### src/design/gpio_cfg_pkg.sv
// Purpose: shared constants and types for the remote capable pin configuration block
// Assumes: Avalon-MM word addressing, register index equals word address
// Notes: slice order inside a byte is value, remote, direction, enable
package gpio_cfg_pkg;

  // ==========================================================
  // bus
  localparam int unsigned ADDR_W = 8;
  localparam int unsigned DATA_W = 32;
  localparam int unsigned BE_W = 4;
  localparam int unsigned LANE0 = 0;
  localparam logic [31:0] READ_ZERO = 32'h0000_0000;

  // ==========================================================
  // register indices (byte address is four times the index)
  localparam logic [7:0] IDX_PINS_ONE_TWO = 8'h1e;
  localparam logic [7:0] IDX_PIN_THREE = 8'h1f;
  localparam logic [7:0] IDX_PINS_FIVE_SIX = 8'h20;
  localparam logic [7:0] IDX_PORT_CTRL = 8'h30;
  localparam logic [7:0] IDX_PIN_STATUS = 8'h31;
  localparam logic [7:0] CFG_RESET = 8'h00;
  localparam logic [3:0] SLICE_RESET = 4'h0;
  localparam int unsigned PORT_SEL_BIT = 0;

  // ==========================================================
  // slice layout
  localparam int unsigned SLICE_W = 4;
  localparam int unsigned LOW_SLICE_LSB = 0;
  localparam int unsigned HIGH_SLICE_LSB = 4;
  localparam int unsigned BIT_OUT_VALUE = 3;
  localparam int unsigned BIT_REMOTE = 2;
  localparam int unsigned BIT_DIR = 1;
  localparam int unsigned BIT_EN = 0;
  // parked slice: tri-state, no remote control
  localparam logic [3:0] SLICE_PARKED = 4'h2;

  // pad code is {direction, enable}
  typedef enum logic [1:0] {
    MODE_FUNCTIONAL = 2'b00,
    MODE_GPIO_OUT = 2'b01,
    MODE_TRISTATE = 2'b10,
    MODE_GPIO_IN = 2'b11
  } pad_mode_e;

  // ==========================================================
  // pads and slices
  localparam int unsigned PAD_COUNT = 8;
  localparam int unsigned SLICE_COUNT = 5;
  localparam int unsigned SEC_COUNT = 3;
  localparam int unsigned PAD_P1 = 0;
  localparam int unsigned PAD_P2 = 1;
  localparam int unsigned PAD_P3 = 2;
  localparam int unsigned PAD_P5 = 3;
  localparam int unsigned PAD_P6 = 4;
  localparam int unsigned PAD_S1 = 5;
  localparam int unsigned PAD_S2 = 6;
  localparam int unsigned PAD_S3 = 7;
  localparam int unsigned SL_1 = 0;
  localparam int unsigned SL_2 = 1;
  localparam int unsigned SL_3 = 2;
  localparam int unsigned SL_5 = 3;
  localparam int unsigned SL_6 = 4;
  localparam logic [7:0] OE_N_IDLE = 8'hff;
  localparam logic [7:0] PAD_LOW = 8'h00;

  typedef enum logic {
    BUS_IDLE = 1'b0,
    BUS_ANSWER = 1'b1
  } bus_state_e;

endpackage

### src/design/pad_ctrl_if.sv
// Purpose: carrier between register logic and pad mode decoder
// Assumes: one clock domain, purely combinational decode
// Notes: drive_en high means the pad is driven
`timescale 1ns/10ps
interface pad_ctrl_if;
  logic [gpio_cfg_pkg::PAD_COUNT-1:0][gpio_cfg_pkg::SLICE_W-1:0] slice;
  logic [gpio_cfg_pkg::PAD_COUNT-1:0] remote_value;
  logic [gpio_cfg_pkg::PAD_COUNT-1:0] func_value;
  logic [gpio_cfg_pkg::PAD_COUNT-1:0] drive_value;
  logic [gpio_cfg_pkg::PAD_COUNT-1:0] drive_en;

  modport cfg (
    output slice,
    output remote_value,
    output func_value,
    input drive_value,
    input drive_en
  );

  modport dec (
    input slice,
    input remote_value,
    input func_value,
    output drive_value,
    output drive_en
  );
endinterface

### src/design/pad_mode_decoder.sv
// Purpose: turn each pad's four-bit slice into drive value and drive enable
// Assumes: slices already routed to the pad that owns them
// Notes: remote control outranks the local pad code
`timescale 1ns/10ps
module pad_mode_decoder (
  pad_ctrl_if.dec pads
);

  // ==========================================================
  // per pad decode
  for (genvar i = 0; i < gpio_cfg_pkg::PAD_COUNT; i++) begin : g_pad
    gpio_cfg_pkg::pad_mode_e mode;
    logic drv;
    logic en;

    assign mode = gpio_cfg_pkg::pad_mode_e'({pads.slice[i][gpio_cfg_pkg::BIT_DIR],
                                              pads.slice[i][gpio_cfg_pkg::BIT_EN]});

    always_comb begin
      drv = 1'b0;
      en = 1'b0;
      if (pads.slice[i][gpio_cfg_pkg::BIT_REMOTE]) begin
        // remote serializer owns the pin, forced output
        drv = pads.remote_value[i]; // RULE3
        en = 1'b1; // RULE3
      end else begin
        unique case (mode)
          gpio_cfg_pkg::MODE_FUNCTIONAL: begin
            drv = pads.func_value[i]; // RULE4
            en = 1'b1; // RULE4
          end
          gpio_cfg_pkg::MODE_GPIO_OUT: begin
            drv = pads.slice[i][gpio_cfg_pkg::BIT_OUT_VALUE]; // RULE2 RULE5
            en = 1'b1; // RULE5
          end
          gpio_cfg_pkg::MODE_TRISTATE: begin
            en = 1'b0; // RULE4
          end
          gpio_cfg_pkg::MODE_GPIO_IN: begin
            en = 1'b0; // RULE6
          end
        endcase
      end
    end

    assign pads.drive_value[i] = drv;
    assign pads.drive_en[i] = en;
  end

endmodule

### src/design/remote_capable_gpio_config.sv
// Purpose: configuration and output control for pins 1, 2, 3, 5, 6 and secondary 1 to 3
// Assumes: remote and functional values come from logic on clock_in
// Notes: pad outputs are registered, so a setting reaches the pins one edge later
// Function
// (RULE1) port select moves slices 1-3 to secondary pins
// (RULE2) local value driven only in gpio output
// (RULE3) remote enable forces output of remote value
// (RULE4) code 00 functional output, 10 tri-state
// (RULE5) code 01 drives general-purpose output
// (RULE6) code 11 makes pad an input
// (RULE7) register 1Eh holds pin 2 and 1
// (RULE8) register 1Fh holds pin 3, upper reserved
// (RULE9) register 20h holds pin 6 and 5
`timescale 1ns/10ps
module remote_capable_gpio_config (
  input wire logic clock_in,
  input wire logic resetn_in,
  input wire logic [gpio_cfg_pkg::ADDR_W-1:0] avs_address_in,
  input wire logic avs_read_in,
  input wire logic avs_write_in,
  input wire logic [gpio_cfg_pkg::DATA_W-1:0] avs_writedata_in,
  input wire logic [gpio_cfg_pkg::BE_W-1:0] avs_byteenable_in,
  output logic [gpio_cfg_pkg::DATA_W-1:0] avs_readdata_out,
  output logic avs_waitrequest_out,
  input wire logic [gpio_cfg_pkg::SLICE_COUNT-1:0] remote_value_in,
  input wire logic [gpio_cfg_pkg::PAD_COUNT-1:0] func_value_in,
  input wire logic [gpio_cfg_pkg::PAD_COUNT-1:0] pad_in,
  output logic [gpio_cfg_pkg::PAD_COUNT-1:0] pad_out,
  output logic [gpio_cfg_pkg::PAD_COUNT-1:0] pad_oe_n_out
);

  // ==========================================================
  // declarations
  gpio_cfg_pkg::bus_state_e bus_state;
  logic [7:0] pins_one_two_config;
  logic [3:0] pin_three_config;
  logic [7:0] pins_five_six_config;
  logic secondary_port_select;
  logic [gpio_cfg_pkg::PAD_COUNT-1:0] pad_sync_a;
  logic [gpio_cfg_pkg::PAD_COUNT-1:0] pad_sync_b;
  logic [gpio_cfg_pkg::PAD_COUNT-1:0] pad_sync_c;
  logic [gpio_cfg_pkg::PAD_COUNT-1:0] pin_level;
  logic [gpio_cfg_pkg::SLICE_COUNT-1:0][gpio_cfg_pkg::SLICE_W-1:0] slice_cfg;
  logic [gpio_cfg_pkg::DATA_W-1:0] next_readdata;
  logic request;
  logic commit;
  logic lane0_write;

  pad_ctrl_if pads ();

  // ==========================================================
  // bus handshake
  // every access takes exactly one wait cycle; waitrequest is a flop
  assign request = avs_read_in || avs_write_in;
  assign commit = (bus_state == gpio_cfg_pkg::BUS_ANSWER) && request;
  assign lane0_write = commit && avs_write_in && avs_byteenable_in[gpio_cfg_pkg::LANE0];

  always_ff @(posedge clock_in or negedge resetn_in) begin
    if (!resetn_in) begin
      bus_state <= gpio_cfg_pkg::BUS_IDLE;
      avs_waitrequest_out <= 1'b1;
    end else begin
      unique case (bus_state)
        gpio_cfg_pkg::BUS_IDLE: begin
          if (request) begin
            bus_state <= gpio_cfg_pkg::BUS_ANSWER;
            avs_waitrequest_out <= 1'b0;
          end
        end
        gpio_cfg_pkg::BUS_ANSWER: begin
          bus_state <= gpio_cfg_pkg::BUS_IDLE;
          avs_waitrequest_out <= 1'b1;
        end
      endcase
    end
  end

  // ==========================================================
  // read mux
  always_comb begin
    next_readdata = gpio_cfg_pkg::READ_ZERO;
    unique case (avs_address_in)
      gpio_cfg_pkg::IDX_PINS_ONE_TWO: next_readdata[7:0] = pins_one_two_config; // RULE7
      gpio_cfg_pkg::IDX_PIN_THREE: next_readdata[3:0] = pin_three_config; // RULE8
      gpio_cfg_pkg::IDX_PINS_FIVE_SIX: next_readdata[7:0] = pins_five_six_config; // RULE9
      gpio_cfg_pkg::IDX_PORT_CTRL:
        next_readdata[gpio_cfg_pkg::PORT_SEL_BIT] = secondary_port_select; // RULE1
      gpio_cfg_pkg::IDX_PIN_STATUS: next_readdata[7:0] = pin_level;
      default: next_readdata = gpio_cfg_pkg::READ_ZERO;
    endcase
  end

  // data is captured in the wait cycle, so it stands at the answering edge
  always_ff @(posedge clock_in or negedge resetn_in) begin
    if (!resetn_in) begin
      avs_readdata_out <= gpio_cfg_pkg::READ_ZERO;
    end else if (bus_state == gpio_cfg_pkg::BUS_IDLE && avs_read_in) begin
      avs_readdata_out <= next_readdata;
    end
  end

  // ==========================================================
  // configuration registers
  always_ff @(posedge clock_in or negedge resetn_in) begin
    if (!resetn_in) begin
      pins_one_two_config <= gpio_cfg_pkg::CFG_RESET; // RULE7
      pin_three_config <= gpio_cfg_pkg::SLICE_RESET; // RULE8
      pins_five_six_config <= gpio_cfg_pkg::CFG_RESET; // RULE9
    end else if (lane0_write) begin
      unique case (avs_address_in)
        gpio_cfg_pkg::IDX_PINS_ONE_TWO: pins_one_two_config <= avs_writedata_in[7:0]; // RULE7
        // upper nibble has no pin behind it, writes there are dropped
        gpio_cfg_pkg::IDX_PIN_THREE: pin_three_config <= avs_writedata_in[3:0]; // RULE8
        gpio_cfg_pkg::IDX_PINS_FIVE_SIX: pins_five_six_config <= avs_writedata_in[7:0]; // RULE9
        default: ;
      endcase
    end
  end

  always_ff @(posedge clock_in or negedge resetn_in) begin
    if (!resetn_in) begin
      secondary_port_select <= 1'b0;
    end else if (lane0_write && avs_address_in == gpio_cfg_pkg::IDX_PORT_CTRL) begin
      secondary_port_select <= avs_writedata_in[gpio_cfg_pkg::PORT_SEL_BIT];
    end
  end

  // ==========================================================
  // pad input synchroniser
  // level moves only when the second and third stages agree
  always_ff @(posedge clock_in or negedge resetn_in) begin
    if (!resetn_in) begin
      pad_sync_a <= gpio_cfg_pkg::PAD_LOW;
      pad_sync_b <= gpio_cfg_pkg::PAD_LOW;
      pad_sync_c <= gpio_cfg_pkg::PAD_LOW;
    end else begin
      pad_sync_a <= pad_in;
      pad_sync_b <= pad_sync_a;
      pad_sync_c <= pad_sync_b;
    end
  end

  always_ff @(posedge clock_in or negedge resetn_in) begin
    if (!resetn_in) begin
      pin_level <= gpio_cfg_pkg::PAD_LOW;
    end else begin
      pin_level <= (pad_sync_b & pad_sync_c) | (pin_level & (pad_sync_b | pad_sync_c));
    end
  end

  // ==========================================================
  // slice routing
  assign slice_cfg[gpio_cfg_pkg::SL_1] =
    pins_one_two_config[gpio_cfg_pkg::LOW_SLICE_LSB +: gpio_cfg_pkg::SLICE_W];
  assign slice_cfg[gpio_cfg_pkg::SL_2] =
    pins_one_two_config[gpio_cfg_pkg::HIGH_SLICE_LSB +: gpio_cfg_pkg::SLICE_W];
  assign slice_cfg[gpio_cfg_pkg::SL_3] = pin_three_config;
  assign slice_cfg[gpio_cfg_pkg::SL_5] =
    pins_five_six_config[gpio_cfg_pkg::LOW_SLICE_LSB +: gpio_cfg_pkg::SLICE_W];
  assign slice_cfg[gpio_cfg_pkg::SL_6] =
    pins_five_six_config[gpio_cfg_pkg::HIGH_SLICE_LSB +: gpio_cfg_pkg::SLICE_W];

  // the unselected port of pins 1-3 is parked in tri-state
  for (genvar k = 0; k < gpio_cfg_pkg::SEC_COUNT; k++) begin : g_route
    assign pads.slice[gpio_cfg_pkg::PAD_P1 + k] = secondary_port_select ?
      gpio_cfg_pkg::SLICE_PARKED : slice_cfg[gpio_cfg_pkg::SL_1 + k]; // RULE1
    assign pads.slice[gpio_cfg_pkg::PAD_S1 + k] = secondary_port_select ?
      slice_cfg[gpio_cfg_pkg::SL_1 + k] : gpio_cfg_pkg::SLICE_PARKED; // RULE1
  end
  assign pads.slice[gpio_cfg_pkg::PAD_P5] = slice_cfg[gpio_cfg_pkg::SL_5];
  assign pads.slice[gpio_cfg_pkg::PAD_P6] = slice_cfg[gpio_cfg_pkg::SL_6];
  assign pads.remote_value = {remote_value_in[gpio_cfg_pkg::SEC_COUNT-1:0], remote_value_in};
  assign pads.func_value = func_value_in;

  pad_mode_decoder u_decoder (
    .pads(pads.dec)
  );

  // ==========================================================
  // registered pad drive
  always_ff @(posedge clock_in or negedge resetn_in) begin
    if (!resetn_in) begin
      pad_out <= gpio_cfg_pkg::PAD_LOW;
      pad_oe_n_out <= gpio_cfg_pkg::OE_N_IDLE;
    end else begin
      pad_out <= pads.drive_value & pads.drive_en; // RULE2
      pad_oe_n_out <= ~pads.drive_en; // RULE4
    end
  end
endmodule

### config.mk
export PLATFORM = sky130hd
export DESIGN_NAME = remote_capable_gpio_config
export DESIGN_NICKNAME = d
export VERILOG_FILES = /design/src/design/gpio_cfg_pkg.sv /design/src/design/pad_ctrl_if.sv /design/src/design/pad_mode_decoder.sv /design/src/design/remote_capable_gpio_config.sv
export SDC_FILE = /design/constraint.sdc
export NUM_CORES = 1
export LEC_CHECK = 0
export ABC_CLOCK_PERIOD_IN_PS = 2000
export BUFFER_PORTS_ARGS = -buffer_cell sky130_fd_sc_hd__buf_2
export CAP_MARGIN = 20
export CORE_ASPECT_RATIO = 1.1
export CORE_MARGIN = 2
export CORE_UTILIZATION = 40
export CTS_BUF_LIST = sky130_fd_sc_hd__clkbuf_8
export DETAILED_ROUTE_END_ITERATION = 8
export PLACE_DENSITY_LB_ADDON = 0.3
export SYNTH_ARGS = -nofsm -noshare
export SYNTH_HDL_FRONTEND = slang
export SYNTH_SLANG_ARGS = --single-unit
### constraint.sdc
create_clock -name clock_in -period 2 [get_ports clock_in]
set_input_delay 0.2 -clock clock_in [delete_from_list [all_inputs] [get_ports clock_in]]
set_output_delay 0.2 -clock clock_in [all_outputs]
set_load 0.01 [all_outputs]
==> results by group, run 1 <==
Pwr
  • PwrDens: 798.1 nW/um^2
  • Int Pwr: 2425 uW
  • Clock Power Share: 0.386
  • P_sw: 684.3 uW
  • Switching Fraction: 0.2201
  • Comb pwr share: 0.069
  • Reg power frac: 0.546
  • Leakage power: 0.001882 uW
  • Peak VDD IR: between 300 and 400 uV

Routing
  • Number of remaining DRC errors: 0
  • DR WL/cell: between 10 and 15 um
  • DR vias/cell: 4.626
  • Routed Antenna Nets: 0
  • Total Wirelength: 6040 um
  • Drt pass-1 iters: 4
  • Routed via count: 2040
  • DRT iter0 DRCs: 89

Hold path
  • Type of the tightest min-delay check: primary input to register

Clock network
  • Cts repair resizes: 0
  • Latest clock arrival within the worst-skew pair: ~0.35 ns
  • CTS root buffer: clkbuf_8
  • Inserted Clock Buffers: 9
  • Clk buf depth: 2
  • H-tree Lvls: 3
  • Clock sinks: ~80
  • Reg clk slew, reported paths: 0.07 ns
  • CTS tree: yes

Floorplanning
  • Die Area: 8659 um^2
  • Num rows: 34
  • Core area: a little under 8000 um^2
  • Initial Util: 0.4074
  • DIE HEIGHT: 97.40 um
  • Die Span X: 88.91 um
  • Io pins: ~120

Global routing
  • Vias in the first global route: slightly below 2000
  • Largest net degree at the start of global routing: 43
  • GR Overflow Total: 0
  • Tot GR Track Use: 0.1527
  • Initial antenna violation count: 0
  • First-pass GRT wire length: between 9000 and 10000 um

Yosys
  • Main flop type after synthesis: dfrtp_1
  • FF+latch count, synth: 79
  • Yosys warns: 0
  • EDFF count, synth: 0
  • Sequential area share after synthesis: 0.6268
  • Async SR Flop Fraction: 1.000
  • Synth Instances: 241
  • Mapped Area: ~3200 um^2
  • Mean area per synthesized cell: 13.16 um^2
  • Synth unique cells: 32

Timing
  • Fmax: 0.6966 GHz
  • Layout Skew: ~0.011 ns
  • Post-route setup TNS: 0 ns
  • Slew headroom: 0.6575
  • Period utilization: 0.7178
  • Least-Margin Pin Slew: slightly above 0.5 ns
  • Tmin final: 1.436 ns
  • Final Max Slew Viols: 0
  • Final setup viols: 0
  • Unrepaired setup endpoints after global routing: no
  • Final hold vios: 0

Setup path
  • CP Launch Type: primary input
  • CP Capture Type: register
  • Crit path max fanout: 4
  • Arr. time, crit path: roughly 1.7 ns
  • WP data required: 2.23 ns
  • Worst Path Class, Setup: primary input to register

Finish
  • Area delta synth->final: 22.84%
  • Finished Layout Cells: 441
  • Layout cells sized above 1: 0.3724
  • Nets@finish: 397
  • Number of diodes: 0

Flow run
  • Max-cap violations: 0

Place
  • Post-DP HPWL: between 4000 and 5000 um
  • RePlAce Congestion: 0.7923
  • Port Buffers: 66
  • Post-Place Cells: 416

Status
  • Outcome: complete, no violations
-- layout by cell type, fill, tap and decap left out, types with 4 or more instances in the layout --
| cell type | Yosys | routed |
|---|---|---|
| a21oi_1 | 4 | 4 |
| a22o_1 | 7 | 7 |
| a22oi_1 | 4 | 4 |
| and2_1 | 4 | 4 |
| buf_2 | 0 | 65 |
| buf_4 | 24 | 6 |
| clkbuf_8 | 0 | 12 |
| conb_1 | 1 | 24 |
| dfrtp_1 | 70 | 70 |
| dfstp_2 | 9 | 9 |
| dlygate4sd3_1 | 0 | 9 |
| maj3_1 | 8 | 8 |
| mux2_2 | 23 | 23 |
| nand2_1 | 12 | 12 |
| nand2b_1 | 7 | 7 |
| nand3_1 | 15 | 15 |
| nor2_1 | 7 | 7 |
| nor2b_1 | 8 | 8 |
| o21ai_0 | 11 | 11 |
-- layer usage --
layer  part of all wire  up-vias  GRT usage
li1                   -      976          -
met1               0.43      971     0.2049
met2               0.49       84     0.2285
met3              0.074        9    0.04673
met4              0.014        0    0.06410
met5                  0        -          0
-- synth_stat cells (4+ instances only) --
cell type	n	area, um^2
maj3_1	8	80.08
dfrtp_1	70	1752
mux2_2	23	259.0
dfstp_2	9	236.5
and2_1	4	25.02
o21ai_0	11	55.05
nor2b_1	8	50.05
a22o_1	7	61.31
buf_4	24	180.2
nand3_1	15	75.07
a22oi_1	4	30.03
nor2_1	7	26.28
nand2b_1	7	43.79
a21oi_1	4	20.02
clkbuf_1	4	15.01
nand2_1	12	45.04
-- worst max-delay path, stage by stage --
cell and delay [ns]:
buf_2 0.12, nor4b_1 0.42, and4_1 0.35, nand3_1 0.24, mux2_2 0.34
-- layout make-up --
cell class | instances | area [um^2]
Tap cell | 108 | 135.1
Multi-Input combinational cell | 156 | 1064
Sequential cell | 79 | 1988
Clock inverter | 4 | 43.79
Clock buffer | 12 | 165.2
Timing Repair Buffer | 82 | 500.5
Fill cell | 712 | 3889
-- cells by family (layout without fill, tap and decap cells) --
family | count (synthesis) | in the layout | share of synthesized area
muxes | 26 | 26 | 0.09113
and+or+nand+nor | 62 | 62 | 0.1132
buffers and inverters | 29 | 98 | 0.06509
DFF | 79 | 79 | 0.6268
AOI/OAI and AO/OA | 36 | 36 | 0.07732
adders and majority gates | 8 | 8 | 0.02525
other | 1 | 24 | 0.001182
-- through the flow --
step,area [um^2],power [uW],hold slack (ns),util,setup slack [ns]
after floorplan,3258,1845,-0.09559,-,0.4152
after global placement,3597,1926,0.1894,0.4621,0.1993
after detailed placement,3597,1930,0.1947,0.4621,0.1798
after CTS,3896,3160,0.05053,0.5005,0.5552
after global routing,3896,3268,0.08062,0.5005,0.4472
final,3896,3109,0.06522,0.5005,0.5644
-- state kept, by name (all words and copies together) (netlist names), 4 cells and up --
register,count
pins_one_two_config,8
pad_out,8
pins_five_six_config,8
pin_level,8
pin_three_config,4
pad_sync_a,8
pad_oe_n_out,8
pad_sync_b,8
pad_sync_c,8
avs_readdata_out,8
-- power by group through the flow --
stage | Combinational (uW) | Sequential (uW) | Clock (uW)
floorplan | 122 | 1720 | 0
CTS | 217 | 1700 | 1250
global route | 241 | 1700 | 1320
finish | 214 | 1700 | 1200
detailed placement | 203 | 1730 | 0
global placement | 201 | 1730 | 0
-- path summary, 6_finish.rpt --
path,end,slack (ns),cells past startpoint,start
worst min register to register,pad_sync_b[2],0.35,0,pad_sync_a[2]
worst min-delay path,pad_out[3],0.07,3,remote_value_in[3]
worst max-delay path,pin_three_config[3],0.56,5,avs_address_in[7]
min in group asynchronous,pad_sync_b[0],0.35,2,resetn_in
max in group asynchronous,pad_oe_n_out[4],1.00,3,resetn_in
worst max register to register,avs_readdata_out[1],0.59,3,bus_state
-- repair_timing --
item                                   4_1_cts  5_1_grt
buffers inserted                             0        0
hold buffers                                 9        0
endpoints found under the hold margin       37        0
Note: power is estimated with default switching activity, not from simulation.
==> inputs of run 2 (changes only) <==
--- a/config.mk
+++ b/config.mk
@@ -5,7 +5,7 @@
 export SDC_FILE = /design/constraint.sdc
 export NUM_CORES = 1
 export LEC_CHECK = 0
-export ABC_CLOCK_PERIOD_IN_PS = 2000
+export ABC_CLOCK_PERIOD_IN_PS = 1350
 export BUFFER_PORTS_ARGS = -buffer_cell sky130_fd_sc_hd__buf_2
 export CAP_MARGIN = 20
 export CORE_ASPECT_RATIO = 1.1
==> constraint.sdc (replaced) <==
create_clock -name clock_in -period 1.35 [get_ports clock_in]
set_input_delay 0.135 -clock clock_in [delete_from_list [all_inputs] [get_ports clock_in]]
set_output_delay 0.135 -clock clock_in [all_outputs]
set_load 0.01 [all_outputs]
==> results by group, run 2 (same netlist as run 1, synthesis figures left out) <==
Finish
  • Nets@finish: 412
  • Layout cells sized above 1: 0.4109
  • Register area: 1988 um^2
  • Area delta synth->final: 28.80%
  • Number of diodes: 0
  • Commonest cells after routing, fill and taps aside: 70 x dfrtp_1, 65 x buf_2, 24 x conb_1
  • Filler cell count: 692
  • Most common cell after layout, fill and taps aside: dfrtp_1
  • Design area: 4085 um^2
  • Multi-input logic area: 1110 um^2

Clock network
  • Reg clk slew, reported paths: 0.08 ns
  • Inserted Clock Buffers: 9
  • Latest clock arrival within the worst-skew pair: 0.35 ns
  • H-tree Lvls: 3
  • CTS tree: yes
  • CTS root buffer: clkbuf_8
  • Clock sinks: between 70 and 80
  • Clk buf depth: 2

Pwr
  • PwrDens: 1202 nW/um^2
  • Leakage power: between 0.0015 and 0.002 uW
  • Peak VDD IR: 750.8 uV

Global routing
  • Vias in the first global route: 2210
  • Initial antenna violation count: 0
  • Tot GR Track Use: 0.1629
  • GR Overflow Total: 0
  • Largest net degree at the start of global routing: 31
  • First-pass GRT wire length: 10590 um

Floorplanning
  • DIE HEIGHT: between 90 and 100 um
  • Io pins: 118
  • Initial Util: 0.4074
  • Num rows: 34
  • Core area: roughly 7800 um^2
  • Die Span X: 88.91 um
  • Die Area: 8659 um^2

Routing
  • WL met1: around 2700 um
  • DR WL/cell: ~14 um
  • Routed Antenna Nets: 0
  • Wire length on met3: 360 um
  • Total Wirelength: 6565 um
  • Max layer used: met4
  • Number of remaining DRC errors: 0
  • Routed length on met2: around 3400 um
  • DRT iter0 DRCs: 60
  • Routed via count: 2161
  • DR vias/cell: 4.739
  • Drt pass-1 iters: 4

Hold path
  • WHS Path Cells: 3
  • Hold Crit Start: remote_value_in[4]
  • Type of the tightest min-delay check: primary input to register
  • Worst Hold Endpoint: pad_out[4]

Setup path
  • CP Capture Type: register
  • Crit path max fanout: 7
  • WP data required: about 1.6 ns
  • Worst Path Class, Setup: primary input to register
  • R2R Path End: pins_one_two_config[7]
  • R2r worst-path depth: 4
  • Reg-to-reg startpoint: bus_state
  • CP Launch Type: primary input
  • FF-to-FF setup slack: around 0.050 ns
  • Arr. time, crit path: 1.56 ns

Flow run
  • Max-cap violations: 0

Status
  • Outcome: complete, no violations

Place
  • Dpl cell area: 3737 um^2
  • Post-DP HPWL: 4823 um
  • Place WS: -0.3262 ns
  • Port Buffers: 66
  • RePlAce Congestion: 0.8408

Timing
  • Tmin final: 1.317 ns
  • Min Hold Slack: 0.01549 ns
  • Period utilization: 0.9758
  • Layout Skew: 0.009932 ns
  • PnR worst setup slack: ~0.033 ns
  • Fmax: 0.7591 GHz
  • Unrepaired setup endpoints after global routing: yes
  • Final Max Slew Viols: 0
  • Final hold vios: 0
  • Final setup viols: 0
==> run 2: changes by cell type in the layout (fill, tap and decap cells not counted), moves of 2 or more <==
| cell | previous run | this run |
|---|---|---|
| buf_4 | 6 | 21 |
| mux2_4 | 0 | 4 |
| clkinv_2 | 2 | 0 |
| mux2_2 | 23 | 19 |
==> run 2: area by class of cell <==
class / count / area share
Sequential cell: 79 / 0.4867
Multi-Input combinational cell: 156 / 0.2717
Timing Repair Buffer: 97 / 0.1501
Clock buffer: 11 / 0.03706
Tap cell: 108 / 0.03308
Clock inverter: 5 / 0.02144
==> run 2: repair_timing <==
action,4_1_cts,5_1_grt
buffers inserted,0,1
gates resized for setup,0,2
endpoints found under the hold margin,27,0
endpoints found under the setup margin,0,10
hold buffers,9,0
==> run 2: power breakdown <==
| part | internal (uW) | switching (uW) | total [uW] |
|---|---|---|---|
| Combinational | 167 | 200 | 367 |
| Sequential | 2460 | 48.6 | 2510 |
| Clock | 1160 | 871 | 2030 |
==> run 2: metrics by stage <==
| stage | instances | setup TNS [ns] | total power [uW] | util |
|---|---|---|---|---|
| 4_1_cts | 455 | 0 | 4966 | 0.5223 |
| 3_3_place_gp | 430 | -6.223 | 2895 | 0.4801 |
| 3_5_place_dp | 430 | -7.191 | 2904 | 0.4801 |
| 2_1_floorplan | 264 | -2.867 | 2736 | - |
| 6_report | 456 | 0 | 4910 | 0.5248 |
| 5_1_grt | 456 | -0.05680 | 5109 | 0.5248 |
==> run 2: how the worst max path moves through the flow <==
stage | slack (ns) | to | startpoint
2_1_floorplan | -0.17 | pins_five_six_config[0] | avs_address_in[1]
3_3_place_gp | -0.30 | pins_five_six_config[1] | avs_address_in[1]
3_5_place_dp | -0.33 | pins_five_six_config[0] | avs_address_in[1]
5_1_grt | -0.03 | secondary_port_select | avs_address_in[1]
6_report | 0.03 | secondary_port_select | avs_address_in[1]
4_1_cts | 0.04 | pins_one_two_config[6] | bus_state
==> run 2: critical path, stage by stage <==
cell,delay (ns)
buf_2,0.10
or4b_4,0.54
nor3_4,0.23
buf_4,0.21
nand3_2,0.08
mux2_2,0.27
==> run 2: per-layer routing <==
layer,track usage,vias to the layer above
met2,0.2635,73
li1,-,1006
met4,0.06876,0
met1,0.2075,1071
met3,0.03653,11
met5,0,-
